[src/design/cpd_pkg.sv]
/*
 cpd_pkg: constants for the cpu power-down controller.
 assumes a 32-bit axi4-lite register bus and a 100 MHz core clock.
*/
package cpd_pkg;
	localparam int unsigned CPD_ADDR_W = 8;
	localparam logic [7:0] CPD_CSR_OFS = 8'h00;
	localparam logic [7:0] CPD_CTL_OFS = 8'h04;
	localparam logic [7:0] CPD_STS_OFS = 8'h08;
	localparam int unsigned CPD_FIELD_LSB = 10;
	localparam int unsigned CPD_FIELD_MSB = 15;
	localparam logic [5:0] CPD_FIELD_NONE = 6'h00;
	localparam logic [5:0] CPD_CODE_IRQ_EN = 6'h09;
	localparam logic [5:0] CPD_CODE_IRQ_ANY = 6'h11;
	localparam logic [5:0] CPD_CODE_PLL_OUT = 6'h1a;
	localparam logic [5:0] CPD_CODE_PLL_IN = 6'h1c;
	localparam logic [31:0] CPD_CSR_RST = 32'h0000_0000;
	localparam int unsigned CPD_GLOBAL_IRQ_BIT = 0;
	localparam int unsigned CPD_NONMASK_BIT = 1;
	localparam int unsigned CPD_EMU_BIT = 2;
	localparam int unsigned CPD_ENTRY_DLY = 9;
	localparam logic [1:0] CPD_RESP_OKAY = 2'h0;
	localparam logic [1:0] CPD_RESP_SLVERR = 2'h2;
	typedef enum logic [2:0] {
		CPD_RUN = 3'h0,
		CPD_WAIT = 3'h1,
		CPD_GATE_ST = 3'h2,
		CPD_PLL_OUT_ST = 3'h3,
		CPD_PLL_IN_ST = 3'h4
	} cpd_state_t;
endpackage

[src/design/cpd_entry_timer.sv]
/*
 cpd_entry_timer: counts the entry delay after a field write.
 assumes start is a one-cycle pulse on ref_clk.
*/
`timescale 1ns/1ns
module cpd_entry_timer
	import cpd_pkg::*;
#(
	parameter int unsigned DELAY = CPD_ENTRY_DLY
) (
	input  wire logic ref_clk,
	input  wire logic sys_rst,
	input  wire logic start,
	input  wire logic cancel,
	output logic      done
);
	// counter is four bits wide
	if (DELAY < 1 || DELAY > 15) begin : g_bad_delay
		$error("cpd_entry_timer: DELAY out of range");
	end
	logic [3:0] cnt_q;
	logic       run_q;
	always_ff @(posedge ref_clk) begin
		if (sys_rst || cancel) begin
			cnt_q <= 4'h0;
			run_q <= 1'b0;
		end else if (start) begin
			cnt_q <= 4'h1;
			run_q <= 1'b1;
		end else if (run_q) begin
			cnt_q <= cnt_q + 4'h1;
			if (cnt_q == 4'(DELAY)) run_q <= 1'b0;
		end
	end
	assign done = run_q && (cnt_q == 4'(DELAY)) && !start && !cancel;
endmodule

[src/design/cpd_ctrl.sv]
/*
 cpd_ctrl: cpu power-down mode controller with axi4-lite registers.
 assumes one clock ref_clk, synchronous reset sys_rst, pin inputs synchronous.
*/
// Our own choices: the register addresses and the AXI4-Lite interface to the registers.
// Summary of operation
// - power-down field is bits 15..10
// - mode takes effect within nine cycles
// - unenabled wake resumes at stopping point
// - enabled wake runs service routine first
// - service needs global and nonmaskable enables
// - deep modes exit only by reset
// - code 001001 wakes on enabled interrupt
// - code 010001 wakes on any interrupt
// - dma keeps running in light mode
// - code 011010 stops pll output clock
// - code 011100 stops pll input clock
// - outputs freeze in deep modes
// - async peripherals may still toggle
// - emulator attached masks power-down modes
// - deep modes make emulation commands idle
`timescale 1ns/1ns
module cpd_ctrl
	import cpd_pkg::*;
#(
	parameter int unsigned ENTRY_DELAY = CPD_ENTRY_DLY
) (
	input  wire logic        ref_clk,
	input  wire logic        sys_rst,
	input  wire logic [7:0]  s_axi_awaddr,
	input  wire logic        s_axi_awvalid,
	output logic             s_axi_awready,
	input  wire logic [31:0] s_axi_wdata,
	input  wire logic [3:0]  s_axi_wstrb,
	input  wire logic        s_axi_wvalid,
	output logic             s_axi_wready,
	output logic [1:0]       s_axi_bresp,
	output logic             s_axi_bvalid,
	input  wire logic        s_axi_bready,
	input  wire logic [7:0]  s_axi_araddr,
	input  wire logic        s_axi_arvalid,
	output logic             s_axi_arready,
	output logic [31:0]      s_axi_rdata,
	output logic [1:0]       s_axi_rresp,
	output logic             s_axi_rvalid,
	input  wire logic        s_axi_rready,
	input  wire logic        irq_pending,
	input  wire logic        irq_enabled,
	input  wire logic        emu_attached,
	input  wire logic        emu_exec_req,
	input  wire logic        emu_pc_write,
	output logic             cpu_clk_gate,
	output logic             cpu_halt,
	output logic             pll_out_stop,
	output logic             pll_in_stop,
	output logic             io_freeze,
	output logic             dma_allow,
	output logic             isr_take,
	output logic             resume_pulse,
	output logic             emu_spin_idle,
	output logic             emu_pc_fail
);
	// entry timer counts in four bits
	if (ENTRY_DELAY < 1 || ENTRY_DELAY > 15) begin : g_bad_delay
		$error("cpd_ctrl: ENTRY_DELAY out of range");
	end

	function automatic logic is_code(input logic [5:0] f);
		is_code = (f == CPD_CODE_IRQ_EN) || (f == CPD_CODE_IRQ_ANY) ||
			(f == CPD_CODE_PLL_OUT) || (f == CPD_CODE_PLL_IN);
	endfunction

	logic [31:0] csr_q;
	logic [31:0] ctl_q;
	logic        aw_q;
	logic        w_q;
	logic [7:0]  awaddr_q;
	logic [31:0] wdata_q;
	logic [3:0]  wstrb_q;
	cpd_state_t  st_q;
	logic [5:0]  mode_q;
	logic        emu_mask_q;
	logic        timer_start;
	logic        timer_done;
	logic        wr_go;
	logic        csr_hit;
	logic [5:0]  new_field;
	logic        wake_any;
	logic        service;

	logic        deep_st;

	assign deep_st = (st_q == CPD_PLL_OUT_ST) || (st_q == CPD_PLL_IN_ST);
	assign wr_go = aw_q && w_q && !s_axi_bvalid;
	assign csr_hit = wr_go && (awaddr_q == CPD_CSR_OFS);
	assign new_field = wstrb_q[1] ? wdata_q[CPD_FIELD_MSB:CPD_FIELD_LSB]
		: csr_q[CPD_FIELD_MSB:CPD_FIELD_LSB];
	assign timer_start = csr_hit && is_code(new_field) && (st_q == CPD_RUN);
	assign wake_any = irq_pending && (mode_q == CPD_CODE_IRQ_ANY || irq_enabled);
	assign service = irq_enabled && ctl_q[CPD_GLOBAL_IRQ_BIT] && ctl_q[CPD_NONMASK_BIT];

	cpd_entry_timer #(
		.DELAY (ENTRY_DELAY)
	) u_timer (
		.ref_clk (ref_clk),
		.sys_rst (sys_rst),
		.start   (timer_start),
		.cancel  (emu_mask_q),
		.done    (timer_done)
	);

	always_ff @(posedge ref_clk) begin
		if (sys_rst) begin
			emu_mask_q <= 1'b0;
		end else begin
			emu_mask_q <= emu_attached || ctl_q[CPD_EMU_BIT];
		end
	end

	// axi write channel
	always_ff @(posedge ref_clk) begin
		if (sys_rst) begin
			aw_q <= 1'b0;
			w_q <= 1'b0;
			awaddr_q <= 8'h00;
			wdata_q <= 32'h0000_0000;
			wstrb_q <= 4'h0;
			s_axi_bvalid <= 1'b0;
			s_axi_bresp <= CPD_RESP_OKAY;
		end else begin
			if (s_axi_awvalid && s_axi_awready) begin
				aw_q <= 1'b1;
				awaddr_q <= {s_axi_awaddr[7:2], 2'b00};
			end
			if (s_axi_wvalid && s_axi_wready) begin
				w_q <= 1'b1;
				wdata_q <= s_axi_wdata;
				wstrb_q <= s_axi_wstrb;
			end
			if (wr_go) begin
				aw_q <= 1'b0;
				w_q <= 1'b0;
				s_axi_bvalid <= 1'b1;
				s_axi_bresp <= (awaddr_q == CPD_CSR_OFS || awaddr_q == CPD_CTL_OFS ||
					awaddr_q == CPD_STS_OFS) ? CPD_RESP_OKAY : CPD_RESP_SLVERR;
			end else if (s_axi_bvalid && s_axi_bready) begin
				s_axi_bvalid <= 1'b0;
			end
		end
	end
	assign s_axi_awready = !aw_q && !s_axi_bvalid;
	assign s_axi_wready = !w_q && !s_axi_bvalid;

	// register storage
	always_ff @(posedge ref_clk) begin
		if (sys_rst) begin
			csr_q <= CPD_CSR_RST;
			ctl_q <= 32'h0000_0000;
		end else if (wr_go) begin
			if (awaddr_q == CPD_CSR_OFS) begin
				for (int b = 0; b < 4; b++) begin
					if (wstrb_q[b]) csr_q[b*8 +: 8] <= wdata_q[b*8 +: 8];
				end
				csr_q[CPD_FIELD_MSB] <= 1'b0;
			end else if (awaddr_q == CPD_CTL_OFS && wstrb_q[0]) begin
				ctl_q[CPD_EMU_BIT:0] <= wdata_q[CPD_EMU_BIT:0];
			end
		end else if (st_q == CPD_GATE_ST && wake_any) begin
			csr_q[CPD_FIELD_MSB:CPD_FIELD_LSB] <= CPD_FIELD_NONE;
		end
	end

	// axi read channel
	always_ff @(posedge ref_clk) begin
		if (sys_rst) begin
			s_axi_rvalid <= 1'b0;
			s_axi_rdata <= 32'h0000_0000;
			s_axi_rresp <= CPD_RESP_OKAY;
		end else if (s_axi_arvalid && s_axi_arready) begin
			s_axi_rvalid <= 1'b1;
			s_axi_rresp <= CPD_RESP_OKAY;
			unique case ({s_axi_araddr[7:2], 2'b00})
				CPD_CSR_OFS: s_axi_rdata <= csr_q;
				CPD_CTL_OFS: s_axi_rdata <= ctl_q;
				CPD_STS_OFS: s_axi_rdata <= {22'h0, emu_mask_q, mode_q, st_q};
				default: begin
					s_axi_rdata <= 32'h0000_0000;
					s_axi_rresp <= CPD_RESP_SLVERR;
				end
			endcase
		end else if (s_axi_rvalid && s_axi_rready) begin
			s_axi_rvalid <= 1'b0;
		end
	end
	assign s_axi_arready = !s_axi_rvalid;

	// mode sequencer
	always_ff @(posedge ref_clk) begin
		if (sys_rst) begin
			st_q <= CPD_RUN;
			mode_q <= CPD_FIELD_NONE;
		end else begin
			unique case (st_q)
				CPD_RUN: begin
					if (timer_start && !emu_mask_q) begin
						st_q <= CPD_WAIT;
						mode_q <= new_field;
					end
				end
				CPD_WAIT: begin
					if (emu_mask_q) begin
						st_q <= CPD_RUN;
					end else if (timer_done) begin
						if (mode_q == CPD_CODE_PLL_OUT) st_q <= CPD_PLL_OUT_ST;
						else if (mode_q == CPD_CODE_PLL_IN) st_q <= CPD_PLL_IN_ST;
						else st_q <= CPD_GATE_ST;
					end
				end
				CPD_GATE_ST: begin
					if (wake_any || emu_mask_q) begin
						st_q <= CPD_RUN;
						mode_q <= CPD_FIELD_NONE;
					end
				end
				CPD_PLL_OUT_ST, CPD_PLL_IN_ST: st_q <= st_q;
				default: st_q <= CPD_RUN;
			endcase
		end
	end

	// outputs
	always_ff @(posedge ref_clk) begin
		if (sys_rst) begin
			cpu_clk_gate <= 1'b0;
			cpu_halt <= 1'b0;
			pll_out_stop <= 1'b0;
			pll_in_stop <= 1'b0;
			io_freeze <= 1'b0;
			dma_allow <= 1'b1;
			isr_take <= 1'b0;
			resume_pulse <= 1'b0;
			emu_spin_idle <= 1'b0;
			emu_pc_fail <= 1'b0;
		end else begin
			cpu_clk_gate <= (st_q == CPD_GATE_ST) && (mode_q == CPD_CODE_IRQ_ANY) && !wake_any;
			cpu_halt <= (st_q == CPD_GATE_ST && !wake_any) || deep_st;
			pll_out_stop <= st_q == CPD_PLL_OUT_ST;
			pll_in_stop <= st_q == CPD_PLL_IN_ST;
			io_freeze <= deep_st;
			dma_allow <= !deep_st;
			isr_take <= (st_q == CPD_GATE_ST) && wake_any && service;
			resume_pulse <= (st_q == CPD_GATE_ST) && wake_any;
			emu_spin_idle <= deep_st && emu_exec_req;
			emu_pc_fail <= deep_st && emu_pc_write;
		end
	end

	deep_sticky_a: assert property (@(posedge ref_clk) disable iff (sys_rst)
		deep_st |=> $stable(st_q)) else $error("deep mode left without reset");
	entry_delay_a: assert property (@(posedge ref_clk) disable iff (sys_rst)
		(st_q == CPD_RUN && timer_start && !emu_mask_q && !emu_attached)
		|=> (st_q == CPD_WAIT) ##[1:9] (st_q != CPD_WAIT)) else $error("entry delay wrong");
	emu_mask_a: assert property (@(posedge ref_clk) disable iff (sys_rst)
		emu_mask_q && st_q == CPD_WAIT |=> st_q == CPD_RUN) else $error("emulator mask ignored");
	isr_gate_a: assert property (@(posedge ref_clk) disable iff (sys_rst)
		isr_take |-> $past(ctl_q[CPD_GLOBAL_IRQ_BIT]) && $past(ctl_q[CPD_NONMASK_BIT]))
		else $error("isr without enables");
	resume_a: assert property (@(posedge ref_clk) disable iff (sys_rst)
		(st_q == CPD_GATE_ST && wake_any) |=> resume_pulse && st_q == CPD_RUN)
		else $error("no resume on wake");
	pd1e_hold_a: assert property (@(posedge ref_clk) disable iff (sys_rst)
		(st_q == CPD_GATE_ST && mode_q == CPD_CODE_IRQ_EN && !irq_enabled && !emu_mask_q)
		|=> st_q == CPD_GATE_ST) else $error("woke on disabled irq");
	io_freeze_a: assert property (@(posedge ref_clk) disable iff (sys_rst)
		(st_q == CPD_PLL_IN_ST) |=> io_freeze && pll_in_stop && !dma_allow)
		else $error("no freeze");
	res_bit_a: assert property (@(posedge ref_clk) disable iff (sys_rst)
		!csr_q[CPD_FIELD_MSB]) else $error("reserved bit set");
endmodule

[config.mk]
export PLATFORM = sky130hd
export DESIGN_NAME = cpd_ctrl
export DESIGN_NICKNAME = d
export VERILOG_FILES = /design/src/design/cpd_pkg.sv /design/src/design/cpd_entry_timer.sv /design/src/design/cpd_ctrl.sv
export SDC_FILE = /design/constraint.sdc
export NUM_CORES = 1
export LEC_CHECK = 0
export CORE_ASPECT_RATIO = 1.2
export CORE_MARGIN = 5
export CORE_UTILIZATION = 60
export DETAILED_ROUTE_END_ITERATION = 8
export DONT_BUFFER_PORTS = 1
export PLACE_DENSITY = 0.88
export SLEW_MARGIN = 20
export SYNTH_ARGS = -nofsm -noshare
export SYNTH_HDL_FRONTEND = slang
export SYNTH_HIERARCHICAL = 1
export SYNTH_SLANG_ARGS = --single-unit
[constraint.sdc]
create_clock -name ref_clk -period 3.4 [get_ports ref_clk]
set_clock_uncertainty 0.1 [all_clocks]
set_input_delay 0.68 -clock ref_clk [delete_from_list [all_inputs] [get_ports ref_clk]]
set_output_delay 0.68 -clock ref_clk [all_outputs]
set_load 0.005 [all_outputs]
; ---- Word level (Yosys, flattened, before mapping)
; Cells that the tools add are included.
[classes]
n_addsub = 1
n_eq_ne = 21
mux = 28
bitwise = 2
reduce_logical = 67
[op_table]
columns = operator, count
row1 = one-hot mux 32 bit (3 select lines), 1
row2 = "== test 6 x 5 -> 1 bit, second input constant", 6
row3 = two-way mux 6 bit, 5
row4 = logical AND 1 bit, 27
row5 = AND reduction 3 bit, 7
row6 = two-way mux 3 bit, 6
row7 = two-way mux 16 bit, 1
row8 = "== test 6 x 1 -> 1 bit, second input constant", 2
row9 = "== test 6 x 2 -> 1 bit, second input constant", 2
row10 = one-hot mux 3 bit (4 select lines), 1
row11 = one-hot mux 6 bit (2 select lines), 1
row12 = logical OR 1 bit, 11
row13 = nonzero test 2 bit, 5
row14 = two-way mux 1 bit, 9
row15 = zero test 1 bit, 8
row16 = zero test 8 bit, 1
row17 = two-way mux 8 bit, 1
row18 = two-way mux 7 bit, 1
row19 = "== test 3 x 2 -> 1 bit, second input constant", 2
row20 = "== test 6 x 4 -> 1 bit, second input constant", 1
row21 = zero test 6 bit, 1
row22 = OR reduction 2 bit, 3
row23 = "adder 4 x 1 -> 4 bit, second input constant", 1
row24 = "== test 4 bit, second input constant", 1
row25 = 11 further kinds, 15
[word_totals]
register_bits = 142
inputBits = 64
output_inout_bits = 51
wordCells = 152

; ---- Longest topological paths before layout
[depth]
word_depth = 13
depth_mapped = 10

; ---- Cells and area by module
; The synthesis kept the hierarchy.
[modules_own_cells]
columns = mod, instances, cells_per_inst, area_each_um2, seq_area_each_um2
row1 = cpd_ctrl, 1, 616, 5152.4, 2682.6
row2 = cpd_entry_timer, 1, 27, 270.3, 100.1

; ---- Worst setup path before layout
; No wires, ideal clock.
[synth_timing]
kind = reg-to-reg
from = register awaddr_q[7]
to = register st_q[1]
t_arrival_ps = 2409
t_required_ps = 3172
path_slack_ps = 763
path_stages_with_launch = 10
path_buffers = 0
period_less_slack_ps = 2637
path_cell_list = dfxtp_1 > or4_4 > or4_4 > nor3_1 > nor3_1 > nor2_1 > o21bai_1 > nand3_1 > mux2i_1 > nor2_1
[synth_via]
elab_chain_cells = 9
word_cells_on_any_way = 11
cone_classes = 2 x eq/ne / 9 x reduce/logical
[synth_rtl]
columns = item, line
row1 = start: declaration, cpd_ctrl.sv:77  ; logic [7:0] awaddr_q;
row2 = start signal: assignment, cpd_ctrl.sv:133  ; awaddr_q <= {s_axi_awaddr[7:2], 2'b00};
row3 = zero test 8 bit, cpd_ctrl.sv:95  ; assign csr_hit = wr_go && (awaddr_q == CPD_CSR_OFS);
row4 = logical AND 1 bit, cpd_ctrl.sv:95
row5 = logical AND 1 bit (2 in series), cpd_ctrl.sv:98  ; assign timer_start = csr_hit && is_code(new_field) && (st_q == CPD_RUN);
row6 = named net timer_start, cpd_ctrl.sv:83  ; logic timer_start;
row7 = zero test 1 bit, cpd_entry_timer.sv:35  ; assign done = run_q && (cnt_q == 4'(DELAY)) && !start && !cancel;
row8 = logical AND 1 bit (2 in series), cpd_entry_timer.sv:35
row9 = named net timer_done, cpd_ctrl.sv:84  ; logic timer_done;
row10 = inequality test 3 bit (no line), -
row11 = AND reduction 4 bit (no line), -
row12 = end signal: assignment, cpd_ctrl.sv:225  ; CPD_PLL_OUT_ST, CPD_PLL_IN_ST: st_q <= st_q;
row13 = end: declaration, cpd_ctrl.sv:80  ; cpd_state_t st_q;
; The timed path passes the listed nets, and every way through them passes these cells.
; A chain may end at the register's enable or synchronous reset.

; ---- Worst setup path after layout
[layout_timing]
from = register wstrb_q[1]
to = register st_q[1]
[layout_via]
elab_chain_cells = 12
word_cells_on_any_way = 17
cone_classes = 6 x eq/ne / 1 x mux / 10 x reduce/logical
[layout_rtl]
columns = item, line
row1 = start: declaration, cpd_ctrl.sv:79  ; logic [3:0] wstrb_q;
row2 = start signal: assignment, cpd_ctrl.sv:138  ; wstrb_q <= s_axi_wstrb;
row3 = two-way mux 6 bit *, cpd_ctrl.sv:96  ; assign new_field = wstrb_q[1] ? wdata_q[CPD_FIELD_MSB:CPD_FIELD_LSB]
row4 = == test 6 x 4 -> 1 bit or == test 6 x 5 -> 1 bit (tied branches), cpd_ctrl.sv:69  ; is_code = (f == CPD_CODE_IRQ_EN) || (f == CPD_CODE_IRQ_ANY) ||
row5 = logical OR 1 bit (2 in series), cpd_ctrl.sv:69
row6 = logical OR 1 bit *, cpd_ctrl.sv:70  ; (f == CPD_CODE_PLL_OUT) || (f == CPD_CODE_PLL_IN);
row7 = logical AND 1 bit * (2 in series), cpd_ctrl.sv:98
row8 = named net timer_start, cpd_ctrl.sv:83
row9 = zero test 1 bit *, cpd_entry_timer.sv:35
row10 = logical AND 1 bit * (2 in series), cpd_entry_timer.sv:35
row11 = named net timer_done, cpd_ctrl.sv:84
row12 = inequality test 3 bit (no line) *, -
row13 = AND reduction 4 bit (no line) *, -
; The timed path passes the listed nets; every way through them passes the cells marked *.

==> run_results.csv <==
group,metric,value,unit
outcome,status,"complete, no violations",
cells_and_area,postLayoutCellArea,6060,sq um
run,cap_violations,0,
timing,rsz0062_at_grt,"no",
clock_tree,cts_tree,"yes",
timing,timing.setup.tns,0,ns
yosys,synth_top_cell_area_share,51.3,%
routing,drc,0,
timing,tightest_slew,0.884,ns
timing,holdWs,0.136,ns
yosys,avgSynthCellArea,8.43,sq um
grt,top_usage_layer,"met2",
grt,grt_util_met3,7.80,%
yosys,synth_edf_count,0,
floorplan,rows,38,
cells_and_area,fillers,741,
placement,hpwl,8460,um
placement,io_buffers,0,
cells_and_area,antenna_cells,0,
grt,overflow,0,
timing,slew_violations,0,
grt,grt_antenna_before_repair,0,
clock_tree,holdBufCountCts,0,
power,power.switching,822,uW
cells_and_area,nets,696,
clock_tree,clock_sinks,139,
placement,place_inst,731,
yosys,synth_seq_area_share,51.3,%
yosys,ys_top_cells_by_area,"dfxtp_1 51%, nand2_1 11%, a21oi_1 8.3%, mux2i_1 3.7%, nor2_1 2.8%",
yosys,synth_common_cells,"161 x nand2_1, 139 x dfxtp_1, 90 x a21oi_1",
power,p_int,2.87,mW
power,p_clk_share,48.5,%
timing,setup_viol,0,
yosys,netlist_area,5420,sq um
cells_and_area,seq_area,2780,sq um
timing,period_needed,2.70,ns
clock_tree,clk_latency,0.51,ns
yosys,yosysMostFrequentCell,"nand2_1",
clock_tree,cts_resized,0,
cells_and_area,multi_input_comb_area,2450,sq um
critical_path,cp.arrival,3.01,ns
cells_and_area,final_cells,762,
yosys,synth_async_sr_flop_share,0,%
power,power_density,610,nW/um^2
clock_tree,path_clk_slew,0.06,ns
placement,gp_congestion,0.868,
cells_and_area,layout-drive-gt1-share,8.88,%
clock_tree,cts_inserted_buffers,17,
critical_path,crit_type,"flop to flop",
routing,first_pass_iters,5,
power,swShare,22.2,%
critical_path,critPathCaptureType,"flop",
floorplan,chipHeight,114,um
timing,max_clock_freq,0.370,GHz
yosys,ys_ff_latch,139,
cells_and_area,fin_util,67.7,%
critical_path,crit_fanout,15,
timing,relSlewSlack,40.5,%
routing,initialDrtViolationCount,384,
clock_tree,root_buffer,"clkbuf_8",
grt,track_usage,23.6,%
routing,finalWirelength,12800,um
critical_path,r2r_cells,10,
timing,hold_viol_final,0,
timing,finalCritPeriodShare,79.5,%
yosys,synthCells,643,
placement,place_area,5480,sq um
critical_path,cp.required,3.71,ns
power,p_leak,2.12,nW
floorplan,core_area,8940,sq um
yosys,yosysTopAreaCell,"dfxtp_1",
hold_path,hp-class,"primary input to flop",
floorplan,die_w,96.8,um
routing,ant_nets,0,
critical_path,crit_path_start_kind,"flop",
cells_and_area,area_growth_syn_to_layout,11.7,%
grt,grt_max_degree,140,
clock_tree,post_cts_buffers,0,
floorplan,initial_core_util,60.7,%
power,seqPwrFrac,46.7,%
yosys,yosys_warnings,6,
routing,wire_per_inst,16.9,um
routing,viasPerCell,5.82,
power,combPwrFrac,4.8,%
grt,grt_pass1_wl,21000,um
floorplan,dieArea,11000,sq um
power,vdd_drop_max,0.390,mV
hold_path,hold_depth,1,
floorplan,io_pins,115,
grt,grt_pass1_vias,4320,
yosys,ys.flop_type,"dfxtp_1",
routing,vias,4432,
clock_tree,clockBufferDepth,2,
grt,met1_usage,25.6,%
yosys,ys_types,55,
clock_tree,htreeDepth,4,
grt,met2_usage,41.0,%
-- final timing paths --
check	startpoint	end	slack, ns
max	wstrb_q[1]	st_q[1]	0.70
min	sys_rst	st_q[0]	0.14
max reg2reg	wstrb_q[1]	st_q[1]	0.70
min reg2reg	csr_q[27]	csr_q[27]	0.35
-- area by class of cell --
cell class                      count  share of cell area [%]
Inverter                            9                   0.558
Multi-Input combinational cell    455                    40.4
Clock buffer                       19                    7.13
Sequential cell                   139                    46.0
Tap cell                          120                    2.48
Clock inverter                     12                    2.46
Timing Repair Buffer                8                   0.992
-- flip-flops by register name, summed over array words and instances (netlist names), 3 cells and up --
register       cells
mode_q             6
awaddr_q           6
wdata_q           32
wstrb_q            4
st_q               3
csr_q             31
s_axi_rdata       32
u_timer/cnt_q      4
ctl_q              3
-- per-stage QoR --
stage / worst slack (ns) / power [mW]
after floorplan: 0.763 / 1.91
after global placement: 0.766 / 1.92
after detailed placement: 0.734 / 1.94
after CTS: 0.726 / 3.72
after global routing: 0.405 / 3.83
final: 0.697 / 3.70
-- routing by layer --
metal | part of all wire [%] | wire [um] | up-vias
met2 | 51 | 6610 | 174
met4 | 2.3 | 299 | 0
met1 | 39 | 4950 | 2053
met3 | 7.7 | 983 | 23
met5 | 0 | 0 | -
li1 | - | - | 2182
-- power by group through the flow --
stage               clock network, mW  registers (mW)  logic [mW]
floorplan                           0            1.74       0.167
global placement                    0            1.75       0.168
detailed placement                  0            1.76       0.177
CTS                              1.82            1.72       0.179
global route                     1.90            1.73       0.203
finish                           1.79            1.73       0.178
-- worst max-delay path, stage by stage, from the launching register on --
cell and delay [ns]:
dfxtp_1 0.70, o221ai_1 0.27, o21ai_0 0.30, nor3_1 0.15, buf_4 0.19, nor3_1 0.22, nor2_1 0.06, o21bai_1 0.24
nand3_1 0.13, mux2i_1 0.18, nor2_1 0.05
-- cells by family after synthesis --
group / count (synthesis) / synth area share (%)
AND/OR/NAND/NOR: 301 / 25.9
XOR/XNOR: 1 / 0.162
multiplexers: 24 / 4.52
flip-flops: 139 / 51.3
other: 1 / 0.0692
buffers and inverters: 50 / 3.76
adder cells (fa/ha/maj): 2 / 0.461
AO/OA/AOI/OAI: 125 / 13.8
-- layout by cell type (no fill, tap or decap), drive strengths merged, types with 3 or more instances in the layout --
cell,netlist,routed
nor2b,4,4
nor2,40,40
clkbuf,34,19
nand2b,8,8
nor3,20,20
inv,9,9
nor4,6,6
nand3b,3,3
buf,7,8
a221oi,11,11
dfxtp,139,139
or4,5,5
or2,5,5
mux2,4,4
a21oi,90,90
bufinv,0,3
o32ai,5,5
a211oi,3,3
nor3b,4,4
nand3,27,27
and2,7,7
mux2i,20,20
nand2,161,161
clkinv,0,8
No activity file was read; power rests on OpenSTA's default activity.
